File: src/uart_pkg.sv
// constants and types for the timer-paced serial port
// assumes a single 100 MHz pclk domain and an APB register bus
package uart_pkg;
  localparam logic [7:0] ADDR_CTRL = 8'h00;
  localparam logic [7:0] ADDR_DATA = 8'h04;
  localparam logic [7:0] ADDR_TMR = 8'h08;
  localparam logic [7:0] ADDR_RELOAD = 8'h0c;
  localparam logic [7:0] ADDR_STAT = 8'h10;
  localparam logic [7:0] ADDR_MASK = 8'h14;
  // serial_control_reg fields
  localparam int CTRL_MODE9 = 7;
  localparam int CTRL_MCE = 5;
  localparam int CTRL_REN = 4;
  localparam int CTRL_TB8 = 3;
  localparam int CTRL_RB8 = 2;
  localparam logic [7:0] CTRL_WMASK = 8'hbc;
  // status and mask fields
  localparam int STAT_RI = 0;
  localparam int STAT_TI = 1;
  // timer control fields
  localparam int TMR_RUN = 0;
  localparam int TMR_SEL_LO = 1;
  localparam logic [7:0] RESET_BYTE = 8'h00;
  localparam logic [7:0] COUNT_TOP = 8'hff;
  localparam logic [5:0] PRE_LAST = 6'h2f;
  localparam logic [3:0] PRE_QUAD_END = 4'h3;
  localparam logic [5:0] PRE_TWELVE = 6'h0c;
  localparam logic [5:0] PRE_TWELVE_END = 6'h0b;
  localparam logic [2:0] XOSC_LAST = 3'h7;
  localparam logic [3:0] BITS_EIGHT = 4'h8;
  localparam logic [3:0] BITS_NINE = 4'h9;
  typedef enum logic [2:0] {
    SEL_SYS = 3'h0, SEL_DIV4 = 3'h1, SEL_DIV12 = 3'h2,
    SEL_DIV48 = 3'h3, SEL_XOSC8 = 3'h4, SEL_EXT = 3'h5
  } clk_sel_t;
  typedef enum logic [1:0] {
    TX_IDLE = 2'b00, TX_WAIT = 2'b01, TX_SHIFT = 2'b11, TX_STOP = 2'b10
  } tx_state_t;
  typedef enum logic [1:0] {
    RX_IDLE = 2'b00, RX_START = 2'b01, RX_DATA = 2'b11, RX_STOP = 2'b10
  } rx_state_t;
  typedef struct packed {
    logic rx_s1, rx_s2, rx_s3;
    logic xo_s1, xo_s2, xo_s3;
    logic ex_s1, ex_s2, ex_s3;
    logic [5:0] pre;
    logic [2:0] xdiv;
    logic [7:0] ctrl;
    logic [3:0] tmr;
    logic [7:0] reload;
    logic [7:0] tl;
    logic [7:0] rx_tl;
    logic tx_div, rx_div;
    logic [1:0] stat, mask;
    tx_state_t tx_st;
    logic [8:0] tx_sh;
    logic [3:0] tx_cnt;
    logic txd;
    rx_state_t rx_st;
    logic [8:0] rx_sh;
    logic [3:0] rx_cnt;
    logic [7:0] rx_buf;
    logic [31:0] prdata;
    logic pready, pslverr, irq;
  } state_t;
endpackage : uart_pkg

File: src/uart_timer_baud.sv
// serial port with 8/9-bit frames, buffered receive and a timer baud generator
// assumes an APB master on pclk; rxd and the two timer clock pins are asynchronous
//
// Functional notes
// - only the 8-bit and 9-bit variable-rate frame modes exist
// - received byte is buffered so the next frame can arrive meanwhile
// - writing the data location loads the transmitter and starts sending; a write while the transmitter is not idle is ignored
// - reading the data location returns the receive buffer; transmitter unreadable
// - interrupt requested when an enabled done flag becomes set
// - done flags stay set until software clears them
// - bit rate comes from overflows of an 8-bit auto-reload timer
// - transmit paced by the visible count, receive by a hidden copy
// - both overflow streams are halved to form the bit rates
// - receive copy runs with the timer and reloads from the same byte
// - a start edge on the receive line forces the copy to reload
// - timer counts one of six clocks: system, /4, /12, /48, osc/8, pin
// - external oscillator may pace the timer while system clock stays internal
// - 8-bit frame: start, eight data bits lsb first, stop
// - 9-bit frame adds a ninth bit; received ninth is kept, stop ignored
// - transmit done flag sets at the start of the stop bit
// - receive loads only if flag clear and, when filtering, ninth or stop is one
//
// Added by the designer: the APB interface to the registers and the placing of the registers.
`timescale 1ns/100ps
module uart_timer_baud (
  input wire logic pclk,
  input wire logic presetn,
  input wire logic [7:0] paddr,
  input wire logic psel,
  input wire logic penable,
  input wire logic pwrite,
  input wire logic [31:0] pwdata,
  output logic [31:0] prdata,
  output logic pready,
  output logic pslverr,
  input wire logic rxd,
  output logic txd,
  input wire logic ext_osc_clk,
  input wire logic timer_external_input,
  output logic irq
);
  uart_pkg::state_t st;
  uart_pkg::state_t next_st;
  logic run;
  logic pre_tick;
  logic tick;
  logic tx_ovf;
  logic rx_ovf;
  logic tx_bit;
  logic rx_samp;
  logic start_det;
  logic wr_go;
  logic rd_go;
  logic [3:0] nbits;

  function automatic logic mapped(input logic [7:0] a);
    mapped = (a == uart_pkg::ADDR_CTRL) || (a == uart_pkg::ADDR_DATA) ||
             (a == uart_pkg::ADDR_TMR) || (a == uart_pkg::ADDR_RELOAD) ||
             (a == uart_pkg::ADDR_STAT) || (a == uart_pkg::ADDR_MASK);
  endfunction : mapped

  // timer clock selection; slower clocks are one-cycle enables
  always_comb begin
    case (uart_pkg::clk_sel_t'(st.tmr[uart_pkg::TMR_SEL_LO +: 3]))
      uart_pkg::SEL_SYS: pre_tick = 1'b1;
      uart_pkg::SEL_DIV4: pre_tick = (st.pre[1:0] == uart_pkg::PRE_QUAD_END[1:0]);
      uart_pkg::SEL_DIV12: pre_tick = ((st.pre % uart_pkg::PRE_TWELVE) ==
                                       uart_pkg::PRE_TWELVE_END);
      uart_pkg::SEL_DIV48: pre_tick = (st.pre == uart_pkg::PRE_LAST);
      // oscillator edges are counted here, system clock untouched
      uart_pkg::SEL_XOSC8: pre_tick = st.xo_s2 && !st.xo_s3 &&
                                      (st.xdiv == uart_pkg::XOSC_LAST);
      uart_pkg::SEL_EXT: pre_tick = st.ex_s2 && !st.ex_s3;
      default: pre_tick = 1'b0;
    endcase
  end

  assign run = st.tmr[uart_pkg::TMR_RUN];
  assign tick = run && pre_tick;
  assign tx_ovf = tick && (st.tl == uart_pkg::COUNT_TOP);
  assign rx_ovf = tick && (st.rx_tl == uart_pkg::COUNT_TOP);
  assign tx_bit = tx_ovf && st.tx_div;
  // first halved overflow after a start reload lands mid-bit
  assign rx_samp = rx_ovf && !st.rx_div;
  assign start_det = run && st.ctrl[uart_pkg::CTRL_REN] && (st.rx_st == uart_pkg::RX_IDLE) &&
                     st.rx_s3 && !st.rx_s2;
  assign wr_go = psel && penable && st.pready && pwrite;
  assign rd_go = psel && penable && !st.pready && !pwrite;
  assign nbits = st.ctrl[uart_pkg::CTRL_MODE9] ? uart_pkg::BITS_NINE :
                 uart_pkg::BITS_EIGHT;

  always_comb begin
    logic [1:0] set_f;
    logic [1:0] clr_f;
    logic ninth;
    set_f = 2'h0;
    clr_f = 2'h0;
    ninth = 1'b0;
    next_st = st;
    // synchronisers: first stage feeds only the second
    next_st.rx_s1 = rxd;
    next_st.rx_s2 = st.rx_s1;
    next_st.rx_s3 = st.rx_s2;
    next_st.xo_s1 = ext_osc_clk;
    next_st.xo_s2 = st.xo_s1;
    next_st.xo_s3 = st.xo_s2;
    next_st.ex_s1 = timer_external_input;
    next_st.ex_s2 = st.ex_s1;
    next_st.ex_s3 = st.ex_s2;
    next_st.pre = (st.pre == uart_pkg::PRE_LAST) ? 6'h00 : st.pre + 6'h01;
    if (st.xo_s2 && !st.xo_s3) begin
      next_st.xdiv = st.xdiv + 3'h1;
    end
    // visible count and hidden receive copy share the reload byte
    if (tick) begin
      next_st.tl = tx_ovf ? st.reload : st.tl + 8'h01;
      next_st.rx_tl = rx_ovf ? st.reload : st.rx_tl + 8'h01;
    end
    if (tx_ovf) begin
      next_st.tx_div = !st.tx_div;
    end
    if (rx_ovf) begin
      next_st.rx_div = !st.rx_div;
    end
    if (start_det) begin
      next_st.rx_tl = st.reload;
      next_st.rx_div = 1'b0;
      next_st.rx_st = uart_pkg::RX_START;
    end
    // transmitter
    case (st.tx_st)
      uart_pkg::TX_IDLE: begin
        if (wr_go && paddr == uart_pkg::ADDR_DATA) begin
          next_st.tx_sh = {st.ctrl[uart_pkg::CTRL_TB8], pwdata[7:0]};
          next_st.tx_st = uart_pkg::TX_WAIT;
        end
      end
      uart_pkg::TX_WAIT: begin
        if (tx_bit) begin
          next_st.txd = 1'b0;
          next_st.tx_cnt = 4'h0;
          next_st.tx_st = uart_pkg::TX_SHIFT;
        end
      end
      uart_pkg::TX_SHIFT: begin
        if (tx_bit) begin
          if (st.tx_cnt == nbits) begin
            next_st.txd = 1'b1;
            next_st.tx_st = uart_pkg::TX_STOP;
            set_f[uart_pkg::STAT_TI] = 1'b1;
          end else begin
            next_st.txd = st.tx_sh[0];
            next_st.tx_sh = {1'b0, st.tx_sh[8:1]};
            next_st.tx_cnt = st.tx_cnt + 4'h1;
          end
        end
      end
      uart_pkg::TX_STOP: begin
        if (tx_bit) begin
          next_st.tx_st = uart_pkg::TX_IDLE;
        end
      end
      default: next_st.tx_st = uart_pkg::TX_IDLE;
    endcase
    // receiver; shift register is separate from the buffer
    case (st.rx_st)
      uart_pkg::RX_IDLE: ;
      uart_pkg::RX_START: begin
        if (rx_samp) begin
          // a glitch shorter than half a bit is dropped
          next_st.rx_st = st.rx_s2 ? uart_pkg::RX_IDLE : uart_pkg::RX_DATA;
          next_st.rx_cnt = 4'h0;
        end
      end
      uart_pkg::RX_DATA: begin
        if (rx_samp) begin
          next_st.rx_sh = {st.rx_s2, st.rx_sh[8:1]};
          next_st.rx_cnt = st.rx_cnt + 4'h1;
          if (st.rx_cnt == nbits - 4'h1) begin
            next_st.rx_st = uart_pkg::RX_STOP;
          end
        end
      end
      uart_pkg::RX_STOP: begin
        if (rx_samp) begin
          ninth = st.ctrl[uart_pkg::CTRL_MODE9] ? st.rx_sh[8] : st.rx_s2;
          if (!st.stat[uart_pkg::STAT_RI] &&
              (!st.ctrl[uart_pkg::CTRL_MCE] || ninth)) begin
            next_st.rx_buf = st.ctrl[uart_pkg::CTRL_MODE9] ? st.rx_sh[7:0] :
                             st.rx_sh[8:1];
            set_f[uart_pkg::STAT_RI] = 1'b1;
          end
          next_st.rx_st = uart_pkg::RX_IDLE;
        end
      end
      default: next_st.rx_st = uart_pkg::RX_IDLE;
    endcase
    // register writes take effect on the completing edge
    if (wr_go) begin
      if (paddr == uart_pkg::ADDR_CTRL) begin
        next_st.ctrl = pwdata[7:0] & uart_pkg::CTRL_WMASK;
      end else if (paddr == uart_pkg::ADDR_TMR) begin
        next_st.tmr = pwdata[3:0];
      end else if (paddr == uart_pkg::ADDR_RELOAD) begin
        next_st.reload = pwdata[7:0];
      end else if (paddr == uart_pkg::ADDR_STAT) begin
        clr_f = pwdata[1:0];
      end else if (paddr == uart_pkg::ADDR_MASK) begin
        next_st.mask = pwdata[1:0];
      end
    end
    if (set_f[uart_pkg::STAT_RI]) begin
      next_st.ctrl[uart_pkg::CTRL_RB8] = ninth;
    end
    // set beats a simultaneous clear so no event is lost
    next_st.stat = (st.stat & ~clr_f) | set_f;
    next_st.irq = |(next_st.stat & next_st.mask);
    // one wait state: data and pready come from flops
    next_st.pready = psel && penable && !st.pready;
    next_st.pslverr = psel && penable && !st.pready && !mapped(paddr);
    next_st.prdata = 32'h0000_0000;
    if (rd_go) begin
      if (paddr == uart_pkg::ADDR_CTRL) begin
        next_st.prdata[7:0] = st.ctrl | {6'h00, st.stat};
      end else if (paddr == uart_pkg::ADDR_DATA) begin
        next_st.prdata[7:0] = st.rx_buf;
      end else if (paddr == uart_pkg::ADDR_TMR) begin
        next_st.prdata[3:0] = st.tmr;
      end else if (paddr == uart_pkg::ADDR_RELOAD) begin
        next_st.prdata[15:0] = {st.tl, st.reload};
      end else if (paddr == uart_pkg::ADDR_STAT) begin
        next_st.prdata[1:0] = st.stat;
      end else if (paddr == uart_pkg::ADDR_MASK) begin
        next_st.prdata[1:0] = st.mask;
      end
    end
  end

  always_ff @(posedge pclk or negedge presetn) begin
    if (!presetn) begin
      st <= '0;
      st.rx_s1 <= 1'b1;
      st.rx_s2 <= 1'b1;
      st.rx_s3 <= 1'b1;
      st.txd <= 1'b1;
    end else begin
      st <= next_st;
    end
  end

  assign prdata = st.prdata;
  assign pready = st.pready;
  assign pslverr = st.pslverr;
  assign txd = st.txd;
  assign irq = st.irq;
endmodule : uart_timer_baud
File: config.mk
export PLATFORM = sky130hd
export DESIGN_NAME = uart_timer_baud
export DESIGN_NICKNAME = d
export VERILOG_FILES = /design/src/uart_pkg.sv /design/src/uart_timer_baud.sv
export SDC_FILE = /design/constraint.sdc
export NUM_CORES = 1
export LEC_CHECK = 0
export BUFFER_PORTS_ARGS = -buffer_cell sky130_fd_sc_hd__buf_2
export CORE_UTILIZATION = 52
export CTS_CLUSTER_DIAMETER = 150
export DETAILED_ROUTE_END_ITERATION = 8
export PLACE_DENSITY = 0.85
export SYNTH_ARGS = -nofsm -noshare
export SYNTH_HDL_FRONTEND = slang
export SYNTH_SLANG_ARGS = --single-unit
File: constraint.sdc
create_clock -name pclk -period 2.3 [get_ports pclk]
set_clock_uncertainty 0.15 [all_clocks]
set_input_delay 0.115 -clock pclk [delete_from_list [all_inputs] [get_ports pclk]]
set_output_delay 0.115 -clock pclk [all_outputs]
set_load 0.005 [all_outputs]
; After elaboration in Yosys (flattened, before gate mapping)
; Cells that the tools add are included.
[totals]
word_cells = 207
ff_bits = 115
out_inout_bits = 36
[classes]
eq_ne = 32
bitwise = 7
n_div = 1
addsub = 7
reduce_logical = 59
muxes = 68
[ops]
columns = operator, count
row1 = $mux 8, 11
row2 = $mux 2, 22
row3 = $mux 16, 2
row4 = $mux 15, 2
row5 = $mux 12, 2
row6 = $logic_and 1x1->1, 20
row7 = $pmux 9 s2, 1
row8 = $add 8x1->8 const B, 2
row9 = $eq 8x4->1 const B, 2
row10 = $eq 8x5->1 const B, 2
row11 = $eq 8x8->1 const B, 2
row12 = $ne 2x2->1 const B, 8
row13 = $mux 1, 14
row14 = $mux 14, 1
row15 = $reduce_bool 2->1, 7
row16 = $mux 13, 1
row17 = $mux 4, 3
row18 = $reduce_and 3->1, 4
row19 = $reduce_and 4->1, 3
row20 = $mux 11, 1
row21 = $eq 2x2->1 const B, 5
row22 = $logic_not 1->1, 10
row23 = $pmux 5 s2, 1
row24 = $eq 3x3->1 const B, 3
row25 = 31 further kinds, 45

; Depth between registers and ports, before layout
[logic_depth]
word_depth = 12
ltp_mapped = 10

; Worst setup path before layout
; No wires, ideal clock.
[synth_timing]
path_type = reg-to-reg
from = reg st[123] (netlist bit)
to = reg st[47] (netlist bit)
required_time_ps = 2025
period_less_slack_ps = 2230
setup_slack_ps = 70
arrival_ps = 1955
path_stages_with_launch = 10
path_buffers = 2
cell_sequence = dfrtp_1 > buf_4 > xnor2_1 > a21oi_1 > o311a_1 > o21a_1 > buf_6 > nor3_4 > nand3_4 > mux2_2
[synth_between]
elab_chain_cells = 7
elab_cells_between_ends = 8
cone_classes = div: 1 / eq/ne: 2 / mux: 1 / reduce/logical: 4
[synth_lines]
columns = item, line_no
row1 = start: declaration, uart_timer_baud.sv:42  ; uart_pkg::state_t st;
row2 = start signal: assignment, uart_timer_baud.sv:247  ; st <= next_st;
row3 = $mod 6x4->6, uart_timer_baud.sv:67  ; uart_pkg::SEL_DIV12: pre_tick = ((st.pre % uart_pkg::PRE_TWELVE) ==
row4 = $eq 6x4->1, uart_timer_baud.sv:67
row5 = $pmux 1 s6 (*), uart_timer_baud.sv:64  ; case (uart_pkg::clk_sel_t'(st.tmr[uart_pkg::TMR_SEL_LO +: 3]))
row6 = $logic_and 1x1->1 (*), uart_timer_baud.sv:79  ; assign tick = run && pre_tick;
row7 = $logic_and 1x1->1 (*), uart_timer_baud.sv:81  ; assign rx_ovf = tick && (st.rx_tl == uart_pkg::COUNT_TOP);
row8 = $logic_and 1x1->1 (*), uart_timer_baud.sv:84  ; assign rx_samp = rx_ovf && !st.rx_div;
row9 = $reduce_and 2->1 (no source line) (*), -
; Mark *: on every way between the ends. The rest lies on a longest branch, timed or not.
; A chain may end at the register's enable or synchronous reset.

; Worst setup path after layout
[layout_timing]
from = reg st[89] (netlist bit)
to = reg st[62] (netlist bit)
[layout_between]
elab_chain_cells = 5
elab_cells_between_ends = 6
cone_classes = eq/ne: 3 / reduce/logical: 3
[layout_lines]
columns = item, line_no
row1 = $eq 8x8->1 (*), uart_timer_baud.sv:80  ; assign tx_ovf = tick && (st.tl == uart_pkg::COUNT_TOP);
row2 = $logic_and 1x1->1 (*), uart_timer_baud.sv:80
row3 = $logic_and 1x1->1 (*), uart_timer_baud.sv:82  ; assign tx_bit = tx_ovf && st.tx_div;
row4 = $ne 2x2->1 (no source line), -
row5 = $reduce_and 4->1 (no source line) (*), -
; Marked as above.

==> reports/qor.txt <==
Outcome: finished with violations
Violated checks: negative setup slack
Final setup fails: 54
Gr ovfl total: 0
Worst Max-Slew Pin Slew: 0.673 ns
Ports: 84
WHS: 0.0220 ns
Crit path DAT: 2.90 ns
Number of detailed-route iterations in the first pass: 5
Remaining DRCs: 0
Total negative slack: -6.41 ns
RSZ-0062 raised after global routing: yes
Part of the cycle the worst path needs: 112%
Drt wl/cell: 22.5 um
Yosys warns: 0
Clock Path Buffers: 2
Post-DP HPWL: 8730 um
Placer Congestion: 0.822
Pwr Total: 5.12 mW
Netlist cell types: 61
Post-route setup slack: -0.275 ns
Via density: 6.43
Synth top area cells: dfrtp_1, mux2_2, buf_4
CTS tree: done
Final WL: 18000 um
Htree depth: 4
Maxcap violations: 0
Crit path max fanout: 7
Die W: 107 um
Synth Register Bits: 115
Clock sinks: 115
Critical Path RT: 2.62 ns
Total number of vias: 5132
Async S/R FF share, synth: 100%
Worst-Skew Late Latency: 0.54 ns
Worst setup EP type: flop
Total power density per cell area: 692 mW/mm^2
Pin count of the biggest net entering global routing: 52
Iter 0 DRT Violations: 615
Initial antenna violation count: 0
Slew HR: 55.0%
Avg Cell Area, Syn: 10.4 um^2
Util after Layout: 70.8%
Worst-path clk slew: 0.06 ns
GRT Util Overall: 29.1%
Slew Limit Fails: 0
Lkg Pwr: 3.45 nW
Die area: 0.0114 mm^2
CTS Buf Count: 17
Top FF cell, synth: dfrtp_1
Cell count after synthesis: 547
Root Buffer: clkbuf_8
Vias in the first global route: 4927
Max Fclk: 388 MHz
FP Rows: 37
Worst min path class: input port to asynchronous set/reset pin
Post-synth top area share: 48.9%
Peak supply drop: 0.427 mV
Core area: 0.0105 mm^2
Die extent in y: 107 um
Port bufs: 43
Starting Density: 54.3%
Antenna cells: 0
Setup CP Type: flop to flop
Min cycle time layout: 2.57 ns
Nets: 705
Sequential area share after synthesis: 50.7%
Number of flops mapped to enable cells by yosys: 0
Area Growth Syn to Fin: 30.2%
First-pass GRT wire length: 25200 um
Proportion of layout cells with a drive suffix above 1: 34.3%
Worst setup SP type: flop
Fin. Hold Viols: 0
DRT antenna net count: 0
Dominant cell type by area after synthesis: dfrtp_1
Post-Syn Area: 0.00569 mm^2
## final timing paths
| path | from | end | slack (ns) | depth (start not counted) |
|---|---|---|---|---|
| min in group pclk | paddr[6] | pslverr$_DFF_PN0_ | 0.04 | 5 |
| hold reg to reg | next_st[126]$_DFF_PN0_ | next_st[125]$_DFF_PN0_ | 0.20 | 0 |
| setup reg to reg | st[89]$_DFFE_PN0P_ | st[62]$_DFFE_PN0P_ | -0.27 | 7 |
| hold / removal | presetn | st[120]$_DFF_PN0_ | 0.02 | 2 |
| setup / recovery | st[89]$_DFFE_PN0P_ | st[62]$_DFFE_PN0P_ | -0.27 | 7 |
| max in group asynchronous | presetn | st[131]$_DFF_PN1_ | 1.30 | 3 |
## power by group
group	switching [mW]	total [mW]	internal, mW
Sequential	0.0354	2.11	2.07
Combinational	0.155	0.296	0.141
Clock	1.01	2.72	1.71
Total	1.20	5.12	3.92
## final cells by class
| cell class | instances | area, um^2 |
|---|---|---|
| timing repair buffer | 121 | 982 |
| clock buffer | 20 | 445 |
| tap | 136 | 170 |
| fill | 631 | 3060 |
| multi-input combinational | 375 | 2700 |
| inverter | 19 | 71.3 |
| sequential | 115 | 2880 |
| clock inverter | 12 | 155 |
## cells in the final DEF, fill, tap and decap left out, types with 4 or more instances in the layout
cell type	count
a21oi_2	4
dfrtp_1	110
and2_1	8
conb_1	16
a22o_1	5
buf_4	40
o21ai_0	21
nor2b_1	7
and3_1	8
o211ai_1	4
buf_2	43
nand4b_1	5
mux2_2	33
a21oi_1	26
buf_6	9
o22ai_1	6
nand2_1	53
o21ai_2	6
dfstp_2	4
o21ai_1	7
nor2_1	29
nand3_1	18
nand4_1	4
dlygate4sd3_1	22
clkinvlp_4	5
inv_1	18
mux2i_1	17
nand2_2	4
nand3_2	5
a22oi_1	6
buf_12	6
nor3_1	6
clkbuf_16	17
ha_1	4
## state kept, by name, indices dropped and copies added (netlist names)
register / flops
st: 88
prdata: 16
next_st: 6
irq: 1
pready: 1
pslverr: 1
run: 1
txd: 1
## what timing repair did
item	CTS	global route
endpoints found under the hold margin	158	0
gates resized for setup	10	75
endpoints found under the setup margin	37	47
gates cloned	1	1
hold buffers	23	0
buffers inserted	3	19
pin swaps	7	23
## worst max-delay path: stages, from the launching register on
cell and delay, ns:
dfrtp_1 0.41, ha_1 0.30, nand2_2 0.13, nor3_1 0.37, and2_4 0.29, nand4_1 0.21, or4b_4 0.57, nand3_2 0.08
## stage by stage
step / cell area [um^2] / setup WS, ns / cells
6_report: 7400 / -0.275 / 798
5_1_grt: 7400 / -0.371 / 798
4_1_cts: 6980 / -0.0325 / 781
3_5_place_dp: 6090 / -0.0727 / 722
3_3_place_gp: 6090 / -0.0226 / 722
2_1_floorplan: 5740 / 0.0703 / 562
## cells by family after synthesis
kind of cell | after synthesis | synth area share (%)
simple gates | 182 | 16.9
flops | 115 | 50.7
compound gates | 109 | 11.9
buf+inv | 73 | 7.28
mux | 53 | 10.5
fa+ha+maj | 8 | 1.76
xor+xnor | 6 | 0.924
other cells | 1 | 0.0660
## layer usage
layer | global-route usage, % | up-vias | routed length (um)
met2 | 47.9 | 423 | 8750
met3 | 9.63 | 131 | 1670
met1 | 33.2 | 2470 | 6430
met4 | 16.3 | 0 | 1150
li1 | - | 2108 | -
met5 | 0 | - | 0
## Yosys cell counts, types with 4 or more instances
cell / n
a21oi_1: 30
a22o_1: 5
a22oi_1: 6
and2_1: 9
and3_1: 10
buf_2: 4
buf_4: 34
clkbuf_1: 15
dfrtp_1: 111
dfstp_2: 4
ha_1: 8
inv_1: 19
mux2_2: 34
mux2i_1: 17
nand2_1: 58
nand3_1: 22
nand4_1: 4
nand4b_1: 5
nor2_1: 34
nor2b_1: 7
nor3_1: 6
o211ai_1: 4
o21ai_0: 35
o22ai_1: 8
No activity file was read; power rests on OpenSTA's default activity.
